==> src/ebm_pkg.sv <==
package ebm_pkg;
    // Widths of the register port, the bus and the wait fields, and beat and region counts
    localparam int REG_AW = 8;
    localparam int DATA_W = 32;
    localparam int WADDR_W = 30;
    localparam int WAIT_W = 4;
    localparam int NBEAT = 4;
    localparam int NREGION = 4;

    // Register byte offsets
    localparam logic [7:0] OFS_CTRL = 8'h00;
    localparam logic [7:0] OFS_ADDR = 8'h04;
    localparam logic [7:0] OFS_STATUS = 8'h08;
    localparam logic [7:0] OFS_WDATA = 8'h10;
    localparam logic [7:0] OFS_RDATA = 8'h20;
    localparam logic [7:0] OFS_REGION = 8'h30;

    // Control register fields
    localparam int CTRL_GO_BIT = 0;
    localparam int CTRL_WR_BIT = 1;
    localparam int CTRL_CNT_LSB = 2;
    localparam int CTRL_BE_LSB = 4;

    // Region configuration fields
    localparam int CFG_WIDTH_LSB = 0;
    localparam int CFG_PIPE_BIT = 2;
    localparam int CFG_RDYEN_BIT = 3;
    localparam int CFG_RFIRST_LSB = 4;
    localparam int CFG_RBURST_LSB = 8;
    localparam int CFG_WFIRST_LSB = 12;
    localparam int CFG_WBURST_LSB = 16;
    localparam int CFG_POST_LSB = 20;
    localparam logic [23:0] CFG_RST = 24'h000002;

    // Ready input synchroniser depth
    localparam int RDY_SYNC = 3;

    typedef enum logic [1:0] {
        W8 = 2'b00,
        W16 = 2'b01,
        W32 = 2'b10
    } bus_width_e;

    typedef enum logic [1:0] {
        ST_IDLE = 2'b00,
        ST_ADDR = 2'b01,
        ST_DATA = 2'b10,
        ST_POST = 2'b11
    } bus_state_e;
endpackage

==> src/wait_if.sv <==
`timescale 1ns/100ps
`default_nettype none
interface wait_if;
    import ebm_pkg::*;
    logic load;
    logic [WAIT_W-1:0] load_val;
    logic use_ready;
    logic ready_s;
    logic zero;
    logic done;
    modport ctl (output load, load_val, use_ready, ready_s, input zero, done);
    modport cnt (input load, load_val, use_ready, ready_s, output zero, done);
endinterface
`default_nettype wire
==> src/external_burst_bus_master.sv <==
// Function
// Drive 30-bit word address, word aligned
// Step low word-address bits each burst beat
// Data on lanes matching region width
// 32-bit: four byte-lane selects per byte
// 16-bit: high enable, A1, low enable
// 8-bit: selects carry A1 and A0
// Direction high for reads, low writes
// Direction changes only with address strobe
// Direction held valid across whole access
// Address strobe for first clock only
// Partner asserts ready only when data done
// Sample ready after programmed waits expire
// Deasserted ready keeps adding wait states
// Post-access idle never extended by ready
// Last-transfer flag on final beat, zero count
// Outputs synchronous, inputs sampled on clock
// Per-access region configuration selects behaviour
`timescale 1ns/100ps
`default_nettype none
module external_burst_bus_master import ebm_pkg::*; (
    input wire logic mclk,
    input wire logic nrst,
    input wire logic [REG_AW-1:0] reg_addr,
    input wire logic [DATA_W-1:0] reg_wdata,
    input wire logic reg_wr,
    input wire logic reg_rd,
    output logic [DATA_W-1:0] reg_rdata,
    output logic [WADDR_W-1:0] word_addr,
    output logic lane_sel_3_n,
    output logic lane_sel_2_n,
    output logic lane_sel_1_n,
    output logic lane_sel_0_n,
    output logic dir_read,
    output logic addr_strobe_n,
    output logic last_transfer_flag_n,
    input wire logic [DATA_W-1:0] data_in,
    output logic [DATA_W-1:0] data_out,
    output logic data_oe,
    input wire logic ready_n
);
    bus_state_e state_r, state_nxt;
    logic [23:0] region_r [NREGION];
    logic [DATA_W-1:0] wdata_r [NBEAT];
    logic [DATA_W-1:0] rdata_r [NBEAT];
    logic [DATA_W-1:0] base_r;
    logic [1:0] cnt_r;
    logic [3:0] be_r;
    logic wr_r;
    logic [23:0] cfg_r;
    logic [1:0] idx_r;
    logic [DATA_W-1:0] rd_mux;
    logic [DATA_W-1:0] reg_rdata_r;
    logic [RDY_SYNC-1:0] rdy_sync_r;
    logic ready_q_r;
    logic [WADDR_W-1:0] word_addr_r;
    logic [3:0] lane_r;
    logic dir_r;
    logic [DATA_W-1:0] dout_r;

    wait_if w ();

    wait_counter u_wait (
        .mclk(mclk),
        .nrst(nrst),
        .w(w)
    );

    // Register port decode
    wire busy = (state_r != ST_IDLE);
    wire sel_ctrl = (reg_addr == OFS_CTRL);
    wire sel_addr = (reg_addr == OFS_ADDR);
    wire sel_stat = (reg_addr == OFS_STATUS);
    wire sel_wdat = (reg_addr[7:4] == OFS_WDATA[7:4]) && (reg_addr[1:0] == 2'b00);
    wire sel_rdat = (reg_addr[7:4] == OFS_RDATA[7:4]) && (reg_addr[1:0] == 2'b00);
    wire sel_reg = (reg_addr[7:4] == OFS_REGION[7:4]) && (reg_addr[1:0] == 2'b00);
    wire [1:0] sub_idx = reg_addr[3:2];
    wire go = reg_wr && sel_ctrl && reg_wdata[CTRL_GO_BIT] && !busy;

    // Configuration of the region hit by the request address
    wire [23:0] cfg_new = region_r[base_r[31:30]];

    // Fields of the latched region configuration, and the width of the new one
    wire [1:0] width = cfg_r[CFG_WIDTH_LSB +: 2];
    wire pipe_en = cfg_r[CFG_PIPE_BIT];
    wire rdy_en = cfg_r[CFG_RDYEN_BIT];
    wire [WAIT_W-1:0] n_rfirst = cfg_r[CFG_RFIRST_LSB +: WAIT_W];
    wire [WAIT_W-1:0] n_rburst = cfg_r[CFG_RBURST_LSB +: WAIT_W];
    wire [WAIT_W-1:0] n_wfirst = cfg_r[CFG_WFIRST_LSB +: WAIT_W];
    wire [WAIT_W-1:0] n_wburst = cfg_r[CFG_WBURST_LSB +: WAIT_W];
    wire [WAIT_W-1:0] n_post = cfg_r[CFG_POST_LSB +: WAIT_W];
    wire [1:0] width_new = cfg_new[CFG_WIDTH_LSB +: 2];

    // Beat bookkeeping
    wire last_beat = (idx_r == cnt_r);
    wire in_data = (state_r == ST_DATA);
    wire beat_done = in_data && w.done;
    wire advance = beat_done && !last_beat;
    wire start = (state_r == ST_ADDR);

    // Address and lane values of the next beat
    wire [1:0] idx_nxt = start ? 2'b00 : idx_r + 2'd1;
    wire [1:0] w_nxt = start ? width_new : width;
    wire [3:0] step = (w_nxt == W32) ? {idx_nxt, 2'b00} :
                      (w_nxt == W16) ? {1'b0, idx_nxt, 1'b0} :
                      {2'b00, idx_nxt};
    // Narrow regions keep the byte bits so A1 and A0 reach the lane selects
    wire [3:0] low_base = (w_nxt == W32) ? {base_r[3:2], 2'b00} : base_r[3:0];
    // Low bits wrap, so a burst never carries into the upper address
    wire [3:0] low_addr = low_base + step;
    wire [DATA_W-1:0] baddr = {base_r[31:4], low_addr};
    wire [3:0] be_hi = {be_r[1], 1'b1, baddr[1], be_r[0]};
    wire [3:0] lane_nxt = (w_nxt == W32) ? be_r :
                          (w_nxt == W16) ? be_hi :
                          {2'b11, baddr[1:0]};
    wire [DATA_W-1:0] wsrc = wdata_r[idx_nxt];
    wire [DATA_W-1:0] wlanes = (w_nxt == W32) ? wsrc :
                               (w_nxt == W16) ? {16'h0, wsrc[15:0]} :
                               {24'h0, wsrc[7:0]};
    wire [DATA_W-1:0] rlanes = (width == W32) ? data_in :
                               (width == W16) ? {16'h0, data_in[15:0]} :
                               {24'h0, data_in[7:0]};

    // Status word
    wire [DATA_W-1:0] status = {24'h0, pipe_en, rdy_en, idx_r, 1'b0,
                                state_r, busy};

    // Readback selection
    assign rd_mux = sel_ctrl ? {24'h0, be_r, cnt_r, wr_r, 1'b0} :
                    sel_addr ? base_r :
                    sel_stat ? status :
                    sel_wdat ? wdata_r[sub_idx] :
                    sel_rdat ? rdata_r[sub_idx] :
                    sel_reg ? {8'h0, region_r[sub_idx]} :
                    32'h0;

    // Wait counter control per phase
    always_comb begin
        w.load = 1'b0;
        w.load_val = '0;
        w.use_ready = rdy_en && in_data;
        w.ready_s = !ready_q_r;
        if (start) begin
            w.load = 1'b1;
            w.load_val = wr_r ? cfg_new[CFG_WFIRST_LSB +: WAIT_W] :
                                cfg_new[CFG_RFIRST_LSB +: WAIT_W];
        end else if (advance) begin
            w.load = 1'b1;
            w.load_val = wr_r ? n_wburst : n_rburst;
        end else if (beat_done) begin
            w.load = 1'b1;
            w.load_val = n_post;
        end
    end

    // Next state
    always_comb begin
        state_nxt = state_r;
        case (state_r)
            ST_IDLE: begin
                if (go) begin
                    state_nxt = ST_ADDR;
                end
            end
            ST_ADDR: begin
                state_nxt = ST_DATA;
            end
            ST_DATA: begin
                if (beat_done && last_beat) begin
                    state_nxt = (n_post == '0) ? ST_IDLE : ST_POST;
                end
            end
            ST_POST: begin
                if (w.done) begin
                    state_nxt = ST_IDLE;
                end
            end
            default: begin
                state_nxt = ST_IDLE;
            end
        endcase
    end

    // State register
    always_ff @(posedge mclk or negedge nrst) begin
        if (!nrst) begin
            state_r <= ST_IDLE;
        end else begin
            state_r <= state_nxt;
        end
    end

    // Ready pin synchroniser, change taken when stages agree
    always_ff @(posedge mclk or negedge nrst) begin
        if (!nrst) begin
            rdy_sync_r <= '1;
            ready_q_r <= 1'b1;
        end else begin
            rdy_sync_r <= {rdy_sync_r[RDY_SYNC-2:0], ready_n};
            if (rdy_sync_r[1] == rdy_sync_r[2]) begin
                ready_q_r <= rdy_sync_r[2];
            end
        end
    end

    // Request registers, writable only while idle
    always_ff @(posedge mclk or negedge nrst) begin
        if (!nrst) begin
            base_r <= '0;
            cnt_r <= '0;
            be_r <= 4'hF;
            wr_r <= 1'b0;
        end else if (reg_wr && !busy) begin
            if (sel_addr) begin
                base_r <= reg_wdata;
            end
            if (sel_ctrl) begin
                wr_r <= reg_wdata[CTRL_WR_BIT];
                cnt_r <= reg_wdata[CTRL_CNT_LSB +: 2];
                be_r <= reg_wdata[CTRL_BE_LSB +: 4];
            end
        end
    end

    // Per-entry storage for regions, write and read data
    genvar gi;
    generate
        for (gi = 0; gi < NBEAT; gi++) begin : g_entry
            always_ff @(posedge mclk or negedge nrst) begin
                if (!nrst) begin
                    region_r[gi] <= CFG_RST;
                    wdata_r[gi] <= '0;
                    rdata_r[gi] <= '0;
                end else begin
                    if (reg_wr && !busy && sel_reg && sub_idx == gi) begin
                        region_r[gi] <= reg_wdata[23:0];
                    end
                    if (reg_wr && !busy && sel_wdat && sub_idx == gi) begin
                        wdata_r[gi] <= reg_wdata;
                    end
                    if (beat_done && !wr_r && idx_r == gi) begin
                        rdata_r[gi] <= rlanes;
                    end
                end
            end
        end
    endgenerate

    // Region latch and beat index
    always_ff @(posedge mclk or negedge nrst) begin
        if (!nrst) begin
            cfg_r <= CFG_RST;
            idx_r <= '0;
        end else if (start) begin
            cfg_r <= cfg_new;
            idx_r <= '0;
        end else if (advance) begin
            idx_r <= idx_nxt;
        end
    end

    // Registered pin values, updated at strobe and each new beat
    always_ff @(posedge mclk or negedge nrst) begin
        if (!nrst) begin
            word_addr_r <= '0;
            lane_r <= 4'hF;
            dout_r <= '0;
        end else if (start || advance) begin
            word_addr_r <= baddr[31:2];
            lane_r <= lane_nxt;
            dout_r <= wlanes;
        end
    end

    // Direction changes only when a new access is strobed
    always_ff @(posedge mclk or negedge nrst) begin
        if (!nrst) begin
            dir_r <= 1'b0;
        end else if (go) begin
            dir_r <= !reg_wdata[CTRL_WR_BIT];
        end
    end

    // Registered read data, valid the cycle after reg_rd, else zero
    always_ff @(posedge mclk or negedge nrst) begin
        if (!nrst) begin
            reg_rdata_r <= '0;
        end else if (reg_rd) begin
            reg_rdata_r <= rd_mux;
        end else begin
            reg_rdata_r <= '0;
        end
    end

    // Pin outputs
    assign reg_rdata = reg_rdata_r;
    assign addr_strobe_n = !start;
    assign word_addr = start ? baddr[31:2] : word_addr_r;
    assign lane_sel_3_n = start ? lane_nxt[3] : lane_r[3];
    assign lane_sel_2_n = start ? lane_nxt[2] : lane_r[2];
    assign lane_sel_1_n = start ? lane_nxt[1] : lane_r[1];
    assign lane_sel_0_n = start ? lane_nxt[0] : lane_r[0];
    assign dir_read = dir_r;
    assign last_transfer_flag_n = !(in_data && last_beat && w.zero);
    assign data_out = dout_r;
    assign data_oe = in_data && wr_r;
endmodule
`default_nettype wire

==> src/wait_counter.sv <==
`timescale 1ns/100ps
`default_nettype none
module wait_counter import ebm_pkg::*; (
    input wire logic mclk,
    input wire logic nrst,
    wait_if.cnt w
);
    logic [WAIT_W-1:0] cnt_r;

    // Phase ends at zero count, with ready only where enabled
    assign w.zero = (cnt_r == '0);
    assign w.done = w.zero && (!w.use_ready || w.ready_s);

    // Load on phase start, else count down to zero
    always_ff @(posedge mclk or negedge nrst) begin
        if (!nrst) begin
            cnt_r <= '0;
        end else if (w.load) begin
            cnt_r <= w.load_val;
        end else if (!w.zero) begin
            cnt_r <= cnt_r - 1'b1;
        end
    end
endmodule
`default_nettype wire

==> config.mk <==
export PLATFORM = sky130hd
export DESIGN_NAME = external_burst_bus_master
export DESIGN_NICKNAME = d
export VERILOG_FILES = /design/src/ebm_pkg.sv /design/src/wait_if.sv /design/src/external_burst_bus_master.sv /design/src/wait_counter.sv
export SDC_FILE = /design/constraint.sdc
export NUM_CORES = 1
export LEC_CHECK = 0
export ABC_AREA = 1
export BUFFER_PORTS_ARGS = -buffer_cell sky130_fd_sc_hd__buf_2
export CAP_MARGIN = 20
export CORE_ASPECT_RATIO = 1.5
export CORE_MARGIN = 10
export CORE_UTILIZATION = 40
export CTS_CLUSTER_SIZE = 40
export DETAILED_ROUTE_END_ITERATION = 10
export PLACE_DENSITY = 0.57
export SYNTH_ARGS = -nofsm -noshare
export SYNTH_HDL_FRONTEND = slang
export SYNTH_HIERARCHICAL = 1
export SYNTH_SLANG_ARGS = --single-unit
==> constraint.sdc <==
create_clock -name mclk -period 3.8 [get_ports mclk]
set_input_delay 0.76 -clock mclk [delete_from_list [all_inputs] [get_ports mclk]]
set_output_delay 0.76 -clock mclk [all_outputs]
set_load 0.05 [all_outputs]
==> flow_summary.json, run 1 <==
{
  "gr-total-overflow": 0,
  "clk_latency_ps": 620,
  "fin_worst_skew_ps": 20.0,
  "cts-buffers-inserted": 52,
  "reg2reg_depth": 9,
  "syn_inst": 3296,
  "clkPwrFrac_pct": 40.0,
  "synth.distinct_cells": 40,
  "grt_antenna_before_repair": 0,
  "dp_cells": 4141,
  "io_pins": 179,
  "critPathLaunchType": "flop",
  "clkSlewWorstSetupHoldPaths_ps": 60,
  "path_cells": "nand2_8 > nor2_4 > nand2_2 > inv_1 > nor2_4 > nand2_2 > nand2_4 > nor2_4 > ha_2 > inv_2 > fa_2 > xnor2_2 > nand2_1 > o21ai_2 > buf_6",
  "fin_nets": 3502,
  "power_switching_mw": 4.23,
  "rows": 112,
  "dpl.hpwl_microns": 59400,
  "p_per_area_nw_per_um2": 481,
  "max_slew_margin_pct": 41.6,
  "drt-wirelength-per-cell_microns": 20.8,
  "critPathBufInv": 3,
  "core_area_sq_um": 62200,
  "clock_path_buffers": 3,
  "syn_avg_cell_area_sq_um": 7.62,
  "cp_num_cells": 15,
  "cp-endpoint": "word_addr[0]",
  "p_int_mw": 9.74,
  "max_stage_delay_ps": 480,
  "synth_area_leader_cell": "dfrtp_1",
  "fin_ws_ps": -3.24,
  "vias": 22600,
  "worst_path_most_repeated_cell": "nor2_4",
  "tritoncts": "yes",
  "pre_cts_slack_ps": 105,
  "worst_pin_slew_ps": 874,
  "timing.final.crit_period_ps": 3800,
  "die_y_microns": 327,
  "ctsHoldBuffers": 0,
  "clock.fmax_mhz": 263,
  "outcome": "finished, violations left",
  "syn_nets": 3382,
  "final.period_utilization_pct": 100,
  "reg2reg_slack_ps": 810,
  "critPathMaxFanout": 7,
  "synth_seq_area_share_pct": 51.7,
  "wirelength_microns": 88500,
  "ir_worst_vdd_v": 0.000324,
  "ctsRootBufferMaster": "clkbuf_16",
  "drtIter0Drc": 2071,
  "reg2reg_from": "state_r[0]$_DFFE_PN0P_",
  "start_util_pct": 40.4,
  "async_flop_share_pct": 100,
  "synth_warnings": 6,
  "synth_top_area_share_pct": 49.9,
  "maxSlewViolCount": 0,
  "grt_max_degree": 84,
  "critPathLaunch": "state_r[0]$_DFFE_PN0P_",
  "swShare_pct": 30.3,
  "dr.pass1.iters": 5,
  "slowest_stage": "dfrtp_1",
  "grt_usage_pct": 24.1,
  "synth.area.top_cells": "dfrtp_1, nand2_1, o21ai_0",
  "arrival_ps": 3040,
  "stdcell_count": 4259,
  "failed_checks": "negative setup slack",
  "hold_ws_ps": 139,
  "grt_setup_unrepaired": "true",
  "drive_above_1_share_pct": 12.8,
  "dieArea_sq_um": 73400,
  "grt_pass1_vias": 22100,
  "r2r-end": "data_out[23]$_DFFE_PN0P_",
  "htreeDepth": 2,
  "syn_to_final_growth_pct": 15.7,
  "max_cap_viol_count": 0,
  "fp.dieW_microns": 225,
  "required_ps": 3040,
  "power.total_mw": 14.0,
  "synthesis.area_sq_um": 25100,
  "grt_pass1_wl_microns": 136000,
  "p_leak_nw": 13.9,
  "synth_edf_count": 0,
  "setup_viol": 1,
  "ant_nets": 0,
  "portBuffers": 178,
  "holdCritPathClass": "in2async",
  "vias_per_cell": 5.31,
  "synth_flop_cell": "dfrtp_1",
  "hold_violations": 0,
  "cts.sinks": 518,
  "drc": 0,
  "final_common_cell": "nand2_1",
  "synth_seq_cells": 518,
  "worst_setup_path_end_kind": "primary output",
  "pwr-share-seq_pct": 43.3,
  "final_cell_mix": "nand2_1, o21ai_0, dfrtp_1, inv_1, buf_2",
  "gp_congestion": 0.917,
  "combPwrFrac_pct": 16.7,
  "worst-setup-path-type": "reg2out",
  "crit_family": "simple AND/OR/NAND/NOR gates"
}
-- final cells by class --
class | instances | area [sq um]
multi-input cells | 2281 | 10400
diodes | 1 | 2.50
clock buffers | 83 | 1560
well taps | 798 | 998
clock inverters | 15 | 268
inverters | 299 | 1120
flip-flops and latches | 518 | 13000
repair buffers | 264 | 1730
fillers | 6427 | 33200
-- worst min path at each step --
stage	cells past startpoint	start	slack, ps	end
floorplan	0	rdy_sync_r[0]$_DFF_PN1_	350	rdy_sync_r[1]$_DFF_PN1_
global placement	0	rdy_sync_r[0]$_DFF_PN1_	350	rdy_sync_r[1]$_DFF_PN1_
detailed placement	0	rdy_sync_r[0]$_DFF_PN1_	350	rdy_sync_r[1]$_DFF_PN1_
CTS	1	nrst	140	rdata_r[77]$_DFFE_PN0P_
global route	1	nrst	170	rdata_r[70]$_DFFE_PN0P_
finish	1	nrst	140	rdata_r[70]$_DFFE_PN0P_
-- synth_stat cells (2+ instances only) --
| master | n |
|---|---|
| nand3_1 | 99 |
| or2_0 | 2 |
| inv_2 | 15 |
| nor2_2 | 5 |
| o211ai_1 | 46 |
| dfrtp_1 | 501 |
| inv_1 | 283 |
| buf_4 | 6 |
| nand4_1 | 32 |
| o2111ai_1 | 8 |
| o221ai_1 | 3 |
| a31oi_1 | 9 |
| nor2_1 | 135 |
| dfstp_2 | 17 |
| clkbuf_1 | 112 |
| xnor2_1 | 5 |
| buf_2 | 71 |
| a221o_1 | 3 |
| nand3_2 | 5 |
| nor2_4 | 4 |
| a21oi_1 | 93 |
| o21ai_1 | 26 |
| nand3b_1 | 2 |
| nand2_2 | 6 |
| nand2_1 | 1227 |
| o21ai_0 | 540 |
| ha_1 | 8 |
| buf_1 | 9 |
| o22ai_1 | 13 |
-- power by group through the flow --
stage	registers, mW	logic (mW)	clock network [mW]
6_report	6.04	2.33	5.59
5_1_grt	6.08	2.57	5.86
4_1_cts	6.04	2.29	5.68
3_5_place_dp	6.14	2.24	0
3_3_place_gp	6.13	2.22	0
2_1_floorplan	6.25	1.31	0
-- sequential cells by signal, summed over array words and instances, names as in the netlist, 2 cells and up --
| signal | cells |
|---|---|
| u_wait/cnt_r | 4 |
| region_r | 96 |
| base_r | 32 |
| idx_r | 2 |
| lane_r | 4 |
| be_r | 4 |
| data_out | 32 |
| cnt_r | 2 |
| reg_rdata | 32 |
| wdata_r | 128 |
| word_addr_r | 30 |
| rdata_r | 128 |
| state_r | 2 |
| rdy_sync_r | 3 |
| cfg_r | 16 |
-- stage by stage --
| stage | util, % | setup TNS (ps) | instance area [sq um] |
|---|---|---|---|
| final | 46.7 | -3.24 | 29000 |
| after CTS | 46.4 | -16.7 | 28900 |
| after global routing | 46.7 | -284 | 29000 |
| after floorplan | - | 0 | 25100 |
| after detailed placement | 43.1 | 0 | 26800 |
| after global placement | 43.1 | 0 | 26800 |
-- repair_timing --
| action | 4_1_cts | 5_1_grt |
|---|---|---|
| pin swaps | 9 | 20 |
| hold endpoints to repair | 0 | 0 |
| gates resized for setup | 30 | 35 |
| gates cloned | 0 | 0 |
| endpoints found under the setup margin | 3 | 3 |
| buffers inserted | 13 | 6 |
-- routing by layer --
metal	track usage [%]	wire length, microns
met1	29.6	36300
met2	40.6	42600
met3	3.65	5070
met4	11.6	4530
met5	0	0
-- kinds of logic after synthesis --
family,synth area share (%)
simple gates,24.0
compound gates,15.7
flops,51.7
buf+inv,7.87
fa+ha+maj,0.518
xor+xnor,0.174
Note: power is estimated with default switching activity, not from simulation.
==> run 2: changes to the inputs <==
--- a/config.mk
+++ b/config.mk
@@ -14,6 +14,7 @@
 export CTS_CLUSTER_SIZE = 40
 export DETAILED_ROUTE_END_ITERATION = 10
 export PLACE_DENSITY = 0.57
+export SKIP_LAST_GASP = 1
 export SYNTH_ARGS = -nofsm -noshare
 export SYNTH_HDL_FRONTEND = slang
 export SYNTH_HIERARCHICAL = 1
==> run 2 against run 1 <==
Against the previous run:
- the flow still finishes with violations (negative setup slack)
- power about the same
- sequential power about the same
- maximum frequency down 0.11%
- clock-buffer cell count unchanged
- global-route usage unchanged
- final cell count about the same
- final area about the same
- die area unchanged
- first-iteration DRC count up 1.1%
- hold slack worse by 1.7 ps
- non-clock buffer count unchanged
- core utilization about the same
- critical path type unchanged
- critical endpoint unchanged
- highest routed layer unchanged
==> flow_summary.json, run 2 (synthesized netlist as in run 1, its figures left out) <==
{
  "outcome": "finished, violations left",
  "failed_checks": "negative setup slack",
  "die_y_microns": 327,
  "grt_setup_unrepaired": "true",
  "htreeDepth": 2,
  "tritoncts": "yes",
  "rows": 112,
  "syn_to_final_growth_pct": 15.6,
  "p_leak_nw": 13.9,
  "worst_path_most_repeated_cell": "nor2_4",
  "vias_per_cell": 5.31,
  "critPathMaxFanout": 7,
  "n_fill_cell": 6429,
  "drc": 0,
  "r2r-end": "data_out[23]$_DFFE_PN0P_",
  "ir_worst_vdd_v": 0.000324,
  "clock_path_buffers": 3,
  "drtIter0Drc": 2093,
  "portBuffers": 178,
  "arrival_ps": 3050,
  "ctsRootBufferMaster": "clkbuf_16",
  "dpl.hpwl_microns": 59400,
  "clk_latency_ps": 620,
  "grt_usage_pct": 24.1,
  "wirelength_microns": 88500,
  "clock.fmax_mhz": 263,
  "final.period_utilization_pct": 100,
  "worst_setup_path_end_kind": "primary output",
  "dr.pass1.iters": 5,
  "worst-setup-path-type": "reg2out",
  "cts.sinks": 518,
  "hold_violations": 0,
  "ant_nets": 0,
  "hold_ws_ps": 137,
  "drive_above_1_share_pct": 12.8,
  "worst_pin_slew_ps": 861,
  "reg2reg_from": "state_r[0]$_DFFE_PN0P_",
  "holdCritPathClass": "in2async",
  "final_cell_mix": "nand2_1, o21ai_0, dfrtp_1, inv_1, buf_2",
  "fp.dieW_microns": 225,
  "dp_cells": 4141,
  "timing.final.crit_period_ps": 3810,
  "fin_ws_ps": -7.56,
  "stdcell_count": 4258,
  "dieArea_sq_um": 73400,
  "top_regs": "rdata_r x128, wdata_r x128, region_r x96",
  "grt_pass1_vias": 22100,
  "fin_tns_setup_ps": -7.96,
  "antenna_cells": 0,
  "io_pins": 179,
  "core_area_sq_um": 62200,
  "final_core_util_pct": 46.7,
  "critPathLaunchType": "flop",
  "max_slew_margin_pct": 42.5,
  "vias": 22600,
  "ctsHoldBuffers": 0,
  "power.total_mw": 14.0,
  "required_ps": 3040,
  "fin_nets": 3502,
  "setup_viol": 2,
  "reg2reg_depth": 9,
  "clkSlewWorstSetupHoldPaths_ps": 60,
  "final_common_cell": "nand2_1",
  "slowest_stage": "dfrtp_1",
  "grt_max_degree": 84,
  "drt-wirelength-per-cell_microns": 20.8,
  "cts-buffers-inserted": 52,
  "path_cells": "nand2_8 > nor2_4 > nand2_2 > inv_1 > nor2_4 > nand2_2 > nand2_4 > nor2_4 > ha_2 > inv_2 > fa_2 > xnor2_2 > nand2_1 > o21ai_2 > buf_6",
  "grt_antenna_before_repair": 0,
  "gr-total-overflow": 0,
  "start_util_pct": 40.4,
  "grt_pass1_wl_microns": 136000,
  "fin_worst_skew_ps": 17.2,
  "max_stage_delay_ps": 480,
  "reg2reg_slack_ps": 800,
  "p_per_area_nw_per_um2": 481,
  "gp_congestion": 0.917,
  "max_cap_viol_count": 0,
  "maxSlewViolCount": 0
}
run 2: final cells by class:
cell class	instances	area [sq um]	share of cell area, %
clock inverter	15	268	0.922
sequential	518	13000	44.7
timing repair buffer	264	1730	5.97
clock buffer	83	1560	5.37
multi-input combinational	2281	10400	35.7
inverter	299	1120	3.87
tap	798	998	3.44
run 2: repair_timing:
item	CTS	global route
pin swaps	9	20
buffers inserted	13	6
gates resized for setup	30	34
setup endpoints to repair	3	3
run 2: per-stage QoR:
step / setup slack [ps] / area (sq um)
2_1_floorplan: 294 / 25100
3_3_place_gp: 169 / 26800
3_5_place_dp: 105 / 26800
4_1_cts: -16.7 / 28900
5_1_grt: -124 / 29000
6_report: -7.56 / 29000
run 2: worst max-delay path: cells and delay by family, from the launching register on:
family                     cells  cell delay [ps]
AOI/OAI and AO/OA              1               80
xor gates and xnor gates       1              200
and+or+nand+nor                8              740
buffers and inverters          3              330
DFF                            1              480
adders and majority gates      2              590
run 2: worst max-delay path by stage:
stage	start	end	slack, ps	cells past startpoint
finish	state_r[0]$_DFFE_PN0P_	word_addr[0]	-8	15
global route	state_r[1]$_DFFE_PN0P_	word_addr[0]	-120	16
CTS	base_r[30]$_DFFE_PN0P_	word_addr[0]	-20	15
detailed placement	base_r[30]$_DFFE_PN0P_	word_addr[0]	100	16
global placement	base_r[30]$_DFFE_PN0P_	word_addr[0]	170	16
floorplan	state_r[1]$_DFFE_PN0P_	word_addr[0]	290	16
run 2: report_power, final:
group	total [mW]	switching, mW	internal [mW]
registers	6.04	0.204	5.84
logic	2.33	1.72	0.608
clock network	5.58	2.30	3.29
total	14.0	4.22	9.74
run 2: routing by layer:
metal / vias up / GRT usage (%) / part of all wire, %
li1: 10800 / - / -
met1: 10900 / 29.6 / 41
met2: 746 / 40.6 / 48
met3: 184 / 3.65 / 5.7
met4: 0 / 11.6 / 5.1
met5: - / 0 / 0
